==> config.mk <==
export PLATFORM = sky130hd
export DESIGN_NAME = adcr_top
export DESIGN_NICKNAME = d
export VERILOG_FILES = /design/src/inc/adcr_pkg.sv /design/src/inc/adcr_cfg_if.sv /design/src/verilog/adcr_top.sv /design/src/verilog/adcr_mixer.sv /design/src/verilog/adcr_volstep.sv
export VERILOG_INCLUDE_DIRS = /design/src /design/src/inc
export SDC_FILE = /design/constraint.sdc
export NUM_CORES = 2
export LEC_CHECK = 0
export ABC_AREA = 1
export BUFFER_PORTS_ARGS = -buffer_cell sky130_fd_sc_hd__buf_4
export CAP_MARGIN = 0
export CORE_MARGIN = 2
export CORE_UTILIZATION = 50
export DETAILED_ROUTE_END_ITERATION = 8
export GPL_ROUTABILITY_DRIVEN = 0
export PLACE_DENSITY = 0.79
export SYNTH_ARGS = -nofsm -noshare
export SYNTH_HDL_FRONTEND = slang
export SYNTH_SLANG_ARGS = --single-unit
==> constraint.sdc <==
create_clock -name CLOCK_I -period 17.6 [get_ports CLOCK_I]
set_clock_uncertainty 0.15 [all_clocks]
set_input_delay 0.88 -clock CLOCK_I [delete_from_list [all_inputs] [get_ports CLOCK_I]]
set_output_delay 0.88 -clock CLOCK_I [all_outputs]
set_load 0.05 [all_outputs]
==> src/inc/adcr_defs.svh <==
// Register offsets, field positions, reset values and filter constants
`ifndef ADCR_DEFS_SVH
`define ADCR_DEFS_SVH

`define ADCR_ADDR_BOOST       8'h6A
`define ADCR_ADDR_DSP_A       8'h6B
`define ADCR_ADDR_DSP_B       8'h6C
`define ADCR_ADDR_GAIN_LOOP_A 8'h70

`define ADCR_RST_BOOST        8'h00
`define ADCR_RST_DSP_A        8'h01
`define ADCR_RST_DSP_B        8'h48
`define ADCR_RST_GAIN_LOOP_A  8'hE7

`define ADCR_WMASK_BOOST      8'hF8
`define ADCR_WMASK_DSP_A      8'h3F
`define ADCR_WMASK_DSP_B      8'hFC
`define ADCR_WMASK_GAIN_LOOP  8'hFF

`define ADCR_BIT_BOOST_OFF    7
`define ADCR_POS_DECIMATOR    4
`define ADCR_POS_SUMMATION    2
`define ADCR_POS_HIGHPASS     0
`define ADCR_BIT_GANGING      7
`define ADCR_POS_BIQUAD       5
`define ADCR_BIT_SOFT_OFF     4
`define ADCR_BIT_GAIN_SEL     3

`define ADCR_COEF_SHIFT       15
`define ADCR_COEF_CUT1        16'h7FCD
`define ADCR_COEF_CUT2        16'h7E64
`define ADCR_COEF_CUT3        16'h7991

`endif

==> src/inc/adcr_pkg.sv <==
// Types shared by the configuration block and its helpers
package adcr_pkg;
   typedef enum logic [1:0] {
      ADCR_SUM_OFF,
      ADCR_SUM_PAIR,
      ADCR_SUM_QUAD,
      ADCR_SUM_RSVD
   } adcr_sum_t;

   typedef enum logic [1:0] {
      ADCR_HPF_PROG,
      ADCR_HPF_CUT1,
      ADCR_HPF_CUT2,
      ADCR_HPF_CUT3
   } adcr_hpf_t;

   typedef struct packed {
      logic [3:0][7:0] gain;
   } adcr_vol_t;
endpackage

==> src/inc/adcr_cfg_if.sv <==
// Configuration carried from the register file to the helpers
`timescale 1ns/100ps
`default_nettype none
interface adcr_cfg_if;
   import adcr_pkg::*;
   adcr_sum_t sum_mode;
   logic      volume_ganging;
   logic      soft_step_off;
   modport ctrl (output sum_mode, output volume_ganging, output soft_step_off);
   modport mix  (input sum_mode);
   modport vol  (input volume_ganging, input soft_step_off);
endinterface
`default_nettype wire

==> src/verilog/adcr_top.sv <==
// Processing chain configuration registers with summation and high-pass
//
// Notes on behaviour
// boost runs unless boost off bit set
// software writes reserved bits at reset value
// summation 1 averages pairs one-two, three-four
// summation 2 averages all four; 3 reserved
// filter select 0 programmable stage, all-pass default
// selects 1-3 fixed cutoffs; 1 after reset
// ganging makes channels use channel one volume
// biquad count zero to three, reset two
// soft-step volume unless soft-step off bit set
// software keeps gain loop master select at one
// master select one enables per-channel gain loop
// decimator select is plain storage, reset zero
//
// The strobed register port is this design's own decision.
`include "adcr_defs.svh"
`timescale 1ns/100ps
`default_nettype none
module adcr_top
   import adcr_pkg::*;
#(
   parameter int W = 16
)(
   input  wire logic           CLOCK_I,          // 25 MHz clock
   input  wire logic           RESET_N_I,        // Sync reset, low
   input  wire logic [7:0]     REG_ADDR_I,       // Register address
   input  wire logic [7:0]     REG_WDATA_I,      // Write data
   input  wire logic           REG_WR_I,         // Write strobe
   input  wire logic           REG_RD_I,         // Read strobe
   output logic [7:0]          REG_RDATA_O,      // Read data, next cycle
   input  wire logic           SAMPLE_VALID_I,   // Input sample strobe
   input  wire logic [4*W-1:0] SAMPLE_I,         // Channels 1..4
   input  wire logic [31:0]    CH_VOLUME_I,      // Per-channel volume
   input  wire logic [3:0]     CH_GAIN_LOOP_I,   // Per-channel gain loop
   output logic                BOOST_ON_O,       // Boost converter run
   output logic [1:0]          DECIMATOR_SEL_O,  // Decimator select
   output logic [1:0]          BIQUAD_COUNT_O,   // Biquads per channel
   output logic [3:0]          GAIN_LOOP_ON_O,   // Gain loop per channel
   output logic                SAMPLE_VALID_O,   // Output sample strobe
   output logic [4*W-1:0]      SAMPLE_O,         // Filtered channels
   output logic [31:0]         CH_GAIN_O         // Applied volume codes
);
   typedef struct packed {
      logic [7:0]     boost_config;
      logic [7:0]     dsp_config_a;
      logic [7:0]     dsp_config_b;
      logic [7:0]     gain_loop_config_a;
      logic [7:0]     rdata;
      logic           boost_on;
      logic [1:0]     decimator_select;
      logic [1:0]     biquad_count;
      logic [3:0]     gain_loop_on;
      logic           valid;
      logic [4*W-1:0] x_prev;
      logic [4*W-1:0] y;
   } adcr_top_t;

   adcr_top_t st_r;
   adcr_top_t st_nxt;

   adcr_cfg_if cfg ();

   logic           mix_valid;
   logic [4*W-1:0] mix_data;

   adcr_hpf_t           highpass_select;
   logic [15:0]         coef;
   logic signed [W+17:0] acc;
   logic signed [W+17:0] pos_lim;
   logic signed [W+17:0] neg_lim;
   logic signed [W-1:0]  xs;
   logic signed [W-1:0]  xp;
   logic signed [W-1:0]  yp;
   logic signed [W+16:0] prod;

   // Feedback coefficient of the fixed high-pass stages
   function automatic logic [15:0] coef_for(input adcr_hpf_t sel);
      logic [15:0] c;
      c = 16'h0000;
      unique case (sel)
         ADCR_HPF_CUT1: c = `ADCR_COEF_CUT1;
         ADCR_HPF_CUT2: c = `ADCR_COEF_CUT2;
         ADCR_HPF_CUT3: c = `ADCR_COEF_CUT3;
         ADCR_HPF_PROG: c = 16'h0000;
      endcase
      return c;
   endfunction

   // Configuration fields handed to the helpers
   assign cfg.sum_mode =
      adcr_sum_t'(st_r.dsp_config_a[`ADCR_POS_SUMMATION +: 2]);
   assign cfg.volume_ganging = st_r.dsp_config_b[`ADCR_BIT_GANGING];
   assign cfg.soft_step_off  = st_r.dsp_config_b[`ADCR_BIT_SOFT_OFF];

   assign highpass_select =
      adcr_hpf_t'(st_r.dsp_config_a[`ADCR_POS_HIGHPASS +: 2]);

   adcr_mixer #(
      .W        (W)
   ) u_mixer (
      .clk_i    (CLOCK_I),
      .rst_n_i  (RESET_N_I),
      .cfg      (cfg.mix),
      .valid_i  (SAMPLE_VALID_I),
      .sample_i (SAMPLE_I),
      .valid_o  (mix_valid),
      .sample_o (mix_data)
   );

   adcr_volstep u_volstep (
      .clk_i    (CLOCK_I),
      .rst_n_i  (RESET_N_I),
      .cfg      (cfg.vol),
      .step_i   (SAMPLE_VALID_I),
      .volume_i (CH_VOLUME_I),
      .gain_o   (CH_GAIN_O)
   );

   assign pos_lim = (W+18)'({1'b0, {(W-1){1'b1}}});
   assign neg_lim = -pos_lim - (W+18)'(1);

   always_comb begin
      st_nxt = st_r;
      coef   = coef_for(highpass_select);
      xs     = '0;
      xp     = '0;
      yp     = '0;
      prod   = '0;
      acc    = '0;

      // Register writes; read-only reserved bits stay zero
      if (REG_WR_I) begin
         unique case (REG_ADDR_I)
            `ADCR_ADDR_BOOST: begin
               st_nxt.boost_config = REG_WDATA_I & `ADCR_WMASK_BOOST;
            end
            `ADCR_ADDR_DSP_A: begin
               st_nxt.dsp_config_a = REG_WDATA_I & `ADCR_WMASK_DSP_A;
            end
            `ADCR_ADDR_DSP_B: begin
               st_nxt.dsp_config_b = REG_WDATA_I & `ADCR_WMASK_DSP_B;
            end
            `ADCR_ADDR_GAIN_LOOP_A: begin
               st_nxt.gain_loop_config_a =
                  REG_WDATA_I & `ADCR_WMASK_GAIN_LOOP;
            end
            default: begin
            end
         endcase
      end

      // Read data stands only in the cycle after the strobe
      st_nxt.rdata = 8'h00;
      if (REG_RD_I) begin
         unique case (REG_ADDR_I)
            `ADCR_ADDR_BOOST:       st_nxt.rdata = st_r.boost_config;
            `ADCR_ADDR_DSP_A:       st_nxt.rdata = st_r.dsp_config_a;
            `ADCR_ADDR_DSP_B:       st_nxt.rdata = st_r.dsp_config_b;
            `ADCR_ADDR_GAIN_LOOP_A: st_nxt.rdata = st_r.gain_loop_config_a;
            default:                st_nxt.rdata = 8'h00;
         endcase
      end

      // Control outputs follow the stored fields
      st_nxt.boost_on =
         ~st_nxt.boost_config[`ADCR_BIT_BOOST_OFF];
      st_nxt.decimator_select =
         st_nxt.dsp_config_a[`ADCR_POS_DECIMATOR +: 2];
      st_nxt.biquad_count =
         st_nxt.dsp_config_b[`ADCR_POS_BIQUAD +: 2];
      st_nxt.gain_loop_on =
         {4{st_nxt.dsp_config_b[`ADCR_BIT_GAIN_SEL]}}
         & CH_GAIN_LOOP_I;

      // First-order high-pass on each mixed channel
      st_nxt.valid = mix_valid;
      if (mix_valid) begin
         for (int i = 0; i < 4; i++) begin
            xs = $signed(mix_data[i*W +: W]);
            xp = $signed(st_r.x_prev[i*W +: W]);
            yp = $signed(st_r.y[i*W +: W]);
            if (highpass_select == ADCR_HPF_PROG) begin
               // All-pass; the programmable stage has no coefficients to load
               st_nxt.y[i*W +: W] = xs;
            end else begin
               prod = yp * $signed({1'b0, coef});
               acc  = (W+18)'(xs) - (W+18)'(xp)
                    + ((W+18)'(prod) >>> `ADCR_COEF_SHIFT);
               if (acc > pos_lim) begin
                  acc = pos_lim;
               end else if (acc < neg_lim) begin
                  acc = neg_lim;
               end
               st_nxt.y[i*W +: W] = acc[W-1:0];
            end
            st_nxt.x_prev[i*W +: W] = xs;
         end
      end
   end

   always_ff @(posedge CLOCK_I) begin
      if (!RESET_N_I) begin
         st_r                    <= '0;
         st_r.boost_config       <= `ADCR_RST_BOOST;
         st_r.dsp_config_a       <= `ADCR_RST_DSP_A;
         st_r.dsp_config_b       <= `ADCR_RST_DSP_B;
         st_r.gain_loop_config_a <= `ADCR_RST_GAIN_LOOP_A;
         st_r.boost_on           <= 1'b1;
         st_r.biquad_count       <= 2'h2;
      end else begin
         st_r <= st_nxt;
      end
   end

   assign REG_RDATA_O     = st_r.rdata;
   assign BOOST_ON_O      = st_r.boost_on;
   assign DECIMATOR_SEL_O = st_r.decimator_select;
   assign BIQUAD_COUNT_O  = st_r.biquad_count;
   assign GAIN_LOOP_ON_O  = st_r.gain_loop_on;
   assign SAMPLE_VALID_O  = st_r.valid;
   assign SAMPLE_O        = st_r.y;
endmodule
`default_nettype wire

==> src/verilog/adcr_mixer.sv <==
// Channel summation stage for the four analog channels
`timescale 1ns/100ps
`default_nettype none
module adcr_mixer
   import adcr_pkg::*;
#(
   parameter int W = 16
)(
   input  wire logic         clk_i,    // Clock
   input  wire logic         rst_n_i,  // Sync reset, low
   adcr_cfg_if.mix           cfg,      // Summation mode
   input  wire logic         valid_i,  // Sample strobe
   input  wire logic [4*W-1:0] sample_i, // Channels 1..4
   output logic              valid_o,  // Result strobe
   output logic [4*W-1:0]    sample_o  // Mixed channels
);
   typedef struct packed {
      logic           valid;
      logic [4*W-1:0] data;
   } adcr_mix_t;

   adcr_mix_t st_r;
   adcr_mix_t st_nxt;
   logic signed [W+1:0] c [4];
   logic signed [W+1:0] pair_lo;
   logic signed [W+1:0] pair_hi;
   logic signed [W+1:0] quad;

   always_comb begin
      for (int i = 0; i < 4; i++) begin
         c[i] = (W+2)'($signed(sample_i[i*W +: W]));
      end
      pair_lo = (c[0] + c[1]) >>> 1;
      pair_hi = (c[2] + c[3]) >>> 1;
      quad    = (c[0] + c[1] + c[2] + c[3]) >>> 2;
      st_nxt = st_r;
      st_nxt.valid = valid_i;
      if (valid_i) begin
         unique case (cfg.sum_mode)
            ADCR_SUM_PAIR: begin
               st_nxt.data = {pair_hi[W-1:0], pair_hi[W-1:0],
                              pair_lo[W-1:0], pair_lo[W-1:0]};
            end
            ADCR_SUM_QUAD: begin
               st_nxt.data = {4{quad[W-1:0]}};
            end
            ADCR_SUM_OFF, ADCR_SUM_RSVD: begin
               st_nxt.data = sample_i;
            end
         endcase
      end
   end

   always_ff @(posedge clk_i) begin
      if (!rst_n_i) begin
         st_r <= '0;
      end else begin
         st_r <= st_nxt;
      end
   end

   assign valid_o  = st_r.valid;
   assign sample_o = st_r.data;
endmodule
`default_nettype wire

==> src/verilog/adcr_volstep.sv <==
// Volume selection with ganging and per-sample soft stepping
`timescale 1ns/100ps
`default_nettype none
module adcr_volstep
   import adcr_pkg::*;
(
   input  wire logic        clk_i,    // Clock
   input  wire logic        rst_n_i,  // Sync reset, low
   adcr_cfg_if.vol          cfg,      // Ganging and stepping
   input  wire logic        step_i,   // One step per sample
   input  wire logic [31:0] volume_i, // Per-channel volume
   output logic [31:0]      gain_o    // Applied gain codes
);
   adcr_vol_t st_r;
   adcr_vol_t st_nxt;
   logic [7:0] target [4];

   always_comb begin
      st_nxt = st_r;
      for (int i = 0; i < 4; i++) begin
         target[i] = cfg.volume_ganging ? volume_i[7:0]
                                        : volume_i[i*8 +: 8];
         if (cfg.soft_step_off) begin
            st_nxt.gain[i] = target[i];
         end else if (step_i && st_r.gain[i] < target[i]) begin
            st_nxt.gain[i] = st_r.gain[i] + 8'h01;
         end else if (step_i && st_r.gain[i] > target[i]) begin
            st_nxt.gain[i] = st_r.gain[i] - 8'h01;
         end
      end
   end

   always_ff @(posedge clk_i) begin
      if (!rst_n_i) begin
         st_r <= '0;
      end else begin
         st_r <= st_nxt;
      end
   end

   assign gain_o = st_r.gain;
endmodule
`default_nettype wire

* Yosys cells after proc, flatten, opt, wreduce, memory -nomap -nowiden *
Index checks and enable logic that the tools add are counted.

storage, ports and cells
  flip-flop bits (word level) = 266
  latch bits = 0
  memory bits (writable) = 0
  bits in read-only memories = 0
  input bits = 121
  output and inout port bits = 114
  logic and storage cells = 127
  memories = 0

operators by class
  add/subtract/negate cells = 20
  $mul = 4
  divide/modulo/power cells = 0
  order comparisons = 16
  equal/unequal tests = 10
  shifts and indexed selects = 0
  mux-type cells = 35
  bitwise operators = 2
  reductions and logical operators = 20

operators with widths
  operator                count
  $mux W16                12
  $pmux W64 S3            1
  $mux W8                 18
  $mul A16 B17 Y33        4
  $add A17 B18 Y19        4
  $gt A19 B16 Y1 const B  4
  $lt A19 B16 Y1 const B  4
  $sub A16 B16 Y17        4
  $pmux W16 S4            1
  $add A16 B16 Y17        2
  $add A8 B1 Y8 const B   4
  $eq A8 B7 Y1 const B    4
  $gt A8 B8 Y1            4
  $lt A8 B8 Y1            4
  $mux W32                1
  $pmux W8 S4             1
  $sub A8 B1 Y8 const B   4
  $add A17 B16 Y18        1
  $add A18 B16 Y18        1
  $reduce_bool A3 Y1      4
  $reduce_and A2 Y1       5
  $eq A2 B2 Y1 const B    4
  $logic_and A1 B1 Y1     8
  $mux W6                 1
  5 further kinds         7

* Depth between registers and ports, before layout *
  depth in word-level cells = 8
  mapped depth = 49
  depth with buffers taken out = 46

* By module *
From an unflattened synthesis, not the netlist that was laid out.

unflattened totals
  cells, all modules = 7,371
  area, all modules = 53,390.0 um2

modules (own cells, without submodules)
  module        times used  cells each  area an instance (um2)  seq. area each (um2)
  adcr_top      1           5,791       43,452.9                3,343.2
  adcr_mixer    1           1,050       6,421.2                 1,301.2
  adcr_volstep  1           530         3,515.9                 640.6

* Least setup slack after synthesis *
OpenSTA, ideal clock, no wires.

  path kind = register to register
  start point = reg st_r, in the netlist highpass_select[0]
  end point = reg st_r, in the netlist SAMPLE_O[14]
  library setup time = 0.142 ns
  arrival time = 8.248 ns
  required time = 17.308 ns
  slack = 9.060 ns
  cell stages (with the launch flop) = 41
  path buffers = 4
  period minus slack after synthesis = 8.540 ns
  cell sequence = dfxtp_1 > inv_1 > ha_1 > clkbuf_1 > buf_1 > clkbuf_1 > nand2_1 > fa_1 > fa_1 > fa_1 > inv_1 > fa_1 > fa_1 > inv_1 > fa_1 > inv_1 > ha_1 > a21oi_1 > (+5 left out) > a21oi_1 > xor2_1 > inv_1 > fa_1 > ha_1 > a21oi_1 > nand2_1 > a21oi_1 > nand2_2 > nand2_1 > nand2_1 > nand2_1 > nand2_1 > a21oi_4 > buf_6 > nand2_1 > nand2_1 > a21oi_2

between the ends
  word-level cells in the longest chain between the ends = 8
  elaborated cells between the ends (all ways) = 12
  those cells by class = add/sub: 1; mul: 1; order compare: 2; eq/ne: 3; mux: 4; reduce/logical: 1

RTL lines
  element                               RTL line         RTL
  start, declared                       adcr_top.sv:60   adcr_top_t st_r;
  start signal, assigned                adcr_top.sv:213  st_r <= st_nxt;
  $eq A2 B2 Y1 (tied with other cells)  adcr_top.sv:82   unique case (sel)
  $pmux W16 S4                          adcr_top.sv:82
  $mul A16 B17 Y33                      adcr_top.sv:188  prod = yp * $signed({1'b0, coef});
  $add A17 B18 Y19                      adcr_top.sv:189  acc = (W+18)'(xs) - (W+18)'(xp)
  $lt A19 B16 Y1                        adcr_top.sv:193  end else if (acc < neg_lim) begin
  $mux W16                              adcr_top.sv:193
  $mux W16                              adcr_top.sv:191  if (acc > pos_lim) begin
  $mux W16 *                            adcr_top.sv:184  if (highpass_select == ADCR_HPF_PROG) begin

Mark *: on every way between the ends. The rest lies on a longest branch, timed or not. The select of a mux whose other input is x is not followed.
A chain may end at the register's enable or synchronous reset.

* Final worst setup path *
  start point = reg st_r, in the netlist highpass_select[1]
  end point = reg st_r, in the netlist SAMPLE_O[2]

The elaborated chain is that of the path after synthesis.

==> results by group <==
STA
  • Part of the cycle the worst path needs: 58.42%
  • Slew Limit Fails: 0
  • Final hold viol count: 0
  • Setup violators final: 0
  • Worst relative slew slack: between 30% and 40%
  • RSZ-0062 raised after global routing: no
  • F_max: 0.09727 GHz
  • Fin Setup TNS: 0 ns
  • Min Hold Slack: between 0.3 and 0.4 ns
  • Tmin final: 10.28 ns
  • Worst slew pin tran: approximately 1.0 ns

Detailed routing
  • Final WL: 147,100 um
  • DR WL/cell: about 17 um
  • DRC: 0
  • Routed Antenna Nets: 0
  • Drt pass-1 iters: 9
  • Detailed-route via count: 46,400
  • Starting DRT DRC Count: approximately 4,000
  • Via/cell ratio: 5.430

Setup path
  • Slowest stage cell, crit path: ha_2
  • Setup CP Type: flip-flop to flip-flop
  • Critical Path Max Stage Delay: 0.69 ns
  • Critical Path Sink Type: flip-flop
  • Worst EP arrival: between 10 and 15 ns
  • Worst Reg-to-Reg Cells: 42
  • CP dominant cell by count: nand2_1
  • Crit-path max FO: 37
  • Crit path launch type: flip-flop
  • Req. time, crit path: between 15 and 20 ns

Clock network
  • Cts hold-fix bufs: 0
  • CTS Buf Count: 34
  • CTS tree: yes
  • Num Clock Sinks: 264
  • Clock Latency Late Sink: 0.58 ns
  • Clock slew at reported path FFs: 0.06 ns
  • Worst-case clock buffer depth: 3
  • H-tree depth: 2
  • Post-CTS setup buffer count: 0
  • CTS-repair resized insts: 0
  • CTS Root Cell: clkbuf_16

GRT
  • Tot GR Track Use: 27.73%
  • Total grt overflow: 0
  • Global-route wire length before repair: about 240,000 um
  • Largest net degree at the start of global routing: 98
  • Vias in the first global route: 46,520
  • Initial antenna violation count: 7

Synth
  • Dominant synthesized flop cell: dfxtp_1
  • Netlist cell types: 56
  • Yosys warns: 0
  • Cells after Synth: 7,090
  • Synth Cell Area: 52,160 um^2
  • Post-synth top area cell: fa_1
  • Most frequent cells after synthesis: 1,673 x inv_1, 1,488 x nand2_1, 721 x ha_1, 683 x fa_1, 610 x a21oi_1
  • Register area share after synthesis: between 10% and 20%
  • Post-synth EDFFs: 0
  • Count leader, synth: inv_1
  • Synth top area share: 26.22%
  • Avg Cell Area, Syn: 7.356 um^2
  • Asr flop ratio synth: 0%
  • Yosys reg bits: 264
  • Top area cells in the synthesized netlist: fa_1 26%, ha_1 17%, inv_1 12%

Die
  • CORE AREA: 103,500 um^2
  • Initial Util: 50.39%
  • # rows: 118
  • Die Y: 327.0 um
  • Die Wd: 327.0 um
  • Die area: 106,900 um^2
  • Io pins: 235

Status
  • Outcome: finished clean

Final layout
  • Area taken by multi-input logic gates: 39,280 um^2
  • Area added between synthesis and finish: 6.792%
  • Storage cell area: 5289 um^2
  • FILL cells: 9,417
  • Final net count: 8,666
  • Share of layout cells above drive strength 1: 5.318%

Place
  • Port Buffers: 234
  • HPWL Detailed: approximately 120,000 um

Run
  • Maxcap violations: 0

Worst hold path
  • Min-Delay Path Class: flip-flop to flip-flop
  • Hold path depth: 2
cells in the final DEF, fill, tap and decap left out, drive strengths merged, types with 13 or more instances in the layout:
| cell | netlist | routed |
|---|---|---|
| nand2 | 1509 | 1509 |
| clkbuf | 116 | 46 |
| nor4 | 13 | 13 |
| inv | 1680 | 1683 |
| o21a | 25 | 25 |
| dfxtp | 264 | 264 |
| o21bai | 28 | 28 |
| xor2 | 121 | 121 |
| ha | 721 | 721 |
| nand4 | 38 | 38 |
| buf | 130 | 254 |
| xnor2 | 58 | 58 |
| a21o | 15 | 15 |
| nor3 | 29 | 29 |
| nor2 | 369 | 369 |
| nand3 | 179 | 179 |
| o21ai | 333 | 333 |
| a21oi | 624 | 624 |
| fa | 683 | 683 |
| a31oi | 37 | 37 |
| a211oi | 41 | 41 |
critical path: cells and delay by family, from the launching register on:
kind	cells	cell delay, ns
adders and majority gates	10	4.49
AOI/OAI and AO/OA	10	1.93
and+or+nand+nor	11	1.47
buffers and inverters	9	1.23
xor gates and xnor gates	2	0.43
DFF	1	0.34
registers in the layout, summed over array words and instances, names as in the netlist:
register,count
BOOST_ON_O,1
GAIN_LOOP_ON_O,4
REG_RDATA_O,8
SAMPLE_O,64
SAMPLE_VALID_O,1
cfg.soft_step_off,1
cfg.sum_mode,2
cfg.volume_ganging,1
highpass_select,2
st_r,83
u_mixer.sample_o,64
u_mixer.valid_o,1
u_volstep.gain_o,32
stage by stage:
step | setup WS [ns] | instances | instance area [um^2] | utilization (%)
6_report | 7.319 | 8546 | 55700 | 53.82
5_1_grt | 6.874 | 8546 | 55700 | 53.82
4_1_cts | 7.507 | 8544 | 55690 | 53.81
3_5_place_dp | 7.532 | 8485 | 54540 | 52.70
3_3_place_gp | 7.786 | 8485 | 54540 | 52.70
2_1_floorplan | 9.060 | 7097 | 52180 | -
worst paths after layout:
check / endpoint / start / slack, ns
worst max-delay path: SAMPLE_O[2] / highpass_select[1] / 7.32
worst min-delay path: st_r[176] / st_r[176] / 0.31
worst max register to register: SAMPLE_O[2] / highpass_select[1] / 7.32
worst min register to register: st_r[176] / st_r[176] / 0.31
area by class of cell:
cell class | instances | area share, %
clock buffers | 46 | 1.716
multi-input cells | 4900 | 70.53
diodes | 2 | 0.008986
inverters | 1687 | 11.38
well taps | 1380 | 3.100
flip-flops and latches | 264 | 9.496
clock inverters | 13 | 0.3460
repair buffers | 254 | 3.424
routing by layer:
metal,vias up,routed length [um],GRT usage [%]
li1,21950,-,-
met1,21980,60080,36.38
met2,2087,66390,44.90
met3,384,12790,4.638
met4,4,7865,12.64
met5,-,24,0
cell families after synthesis:
| group | after synthesis | synth area share [%] |
|---|---|---|
| other | 1 | 0.007190 |
| buffers and inverters | 1933 | 14.63 |
| flip-flops | 264 | 10.13 |
| XOR/XNOR | 179 | 3.006 |
| adder cells (fa/ha/maj) | 1404 | 43.51 |
| AO/OA/AOI/OAI | 1148 | 12.06 |
| AND/OR/NAND/NOR | 2161 | 16.64 |
Power is not shown: default switching activity piles up to over one toggle a cycle in this logic, so the estimate is an artifact.
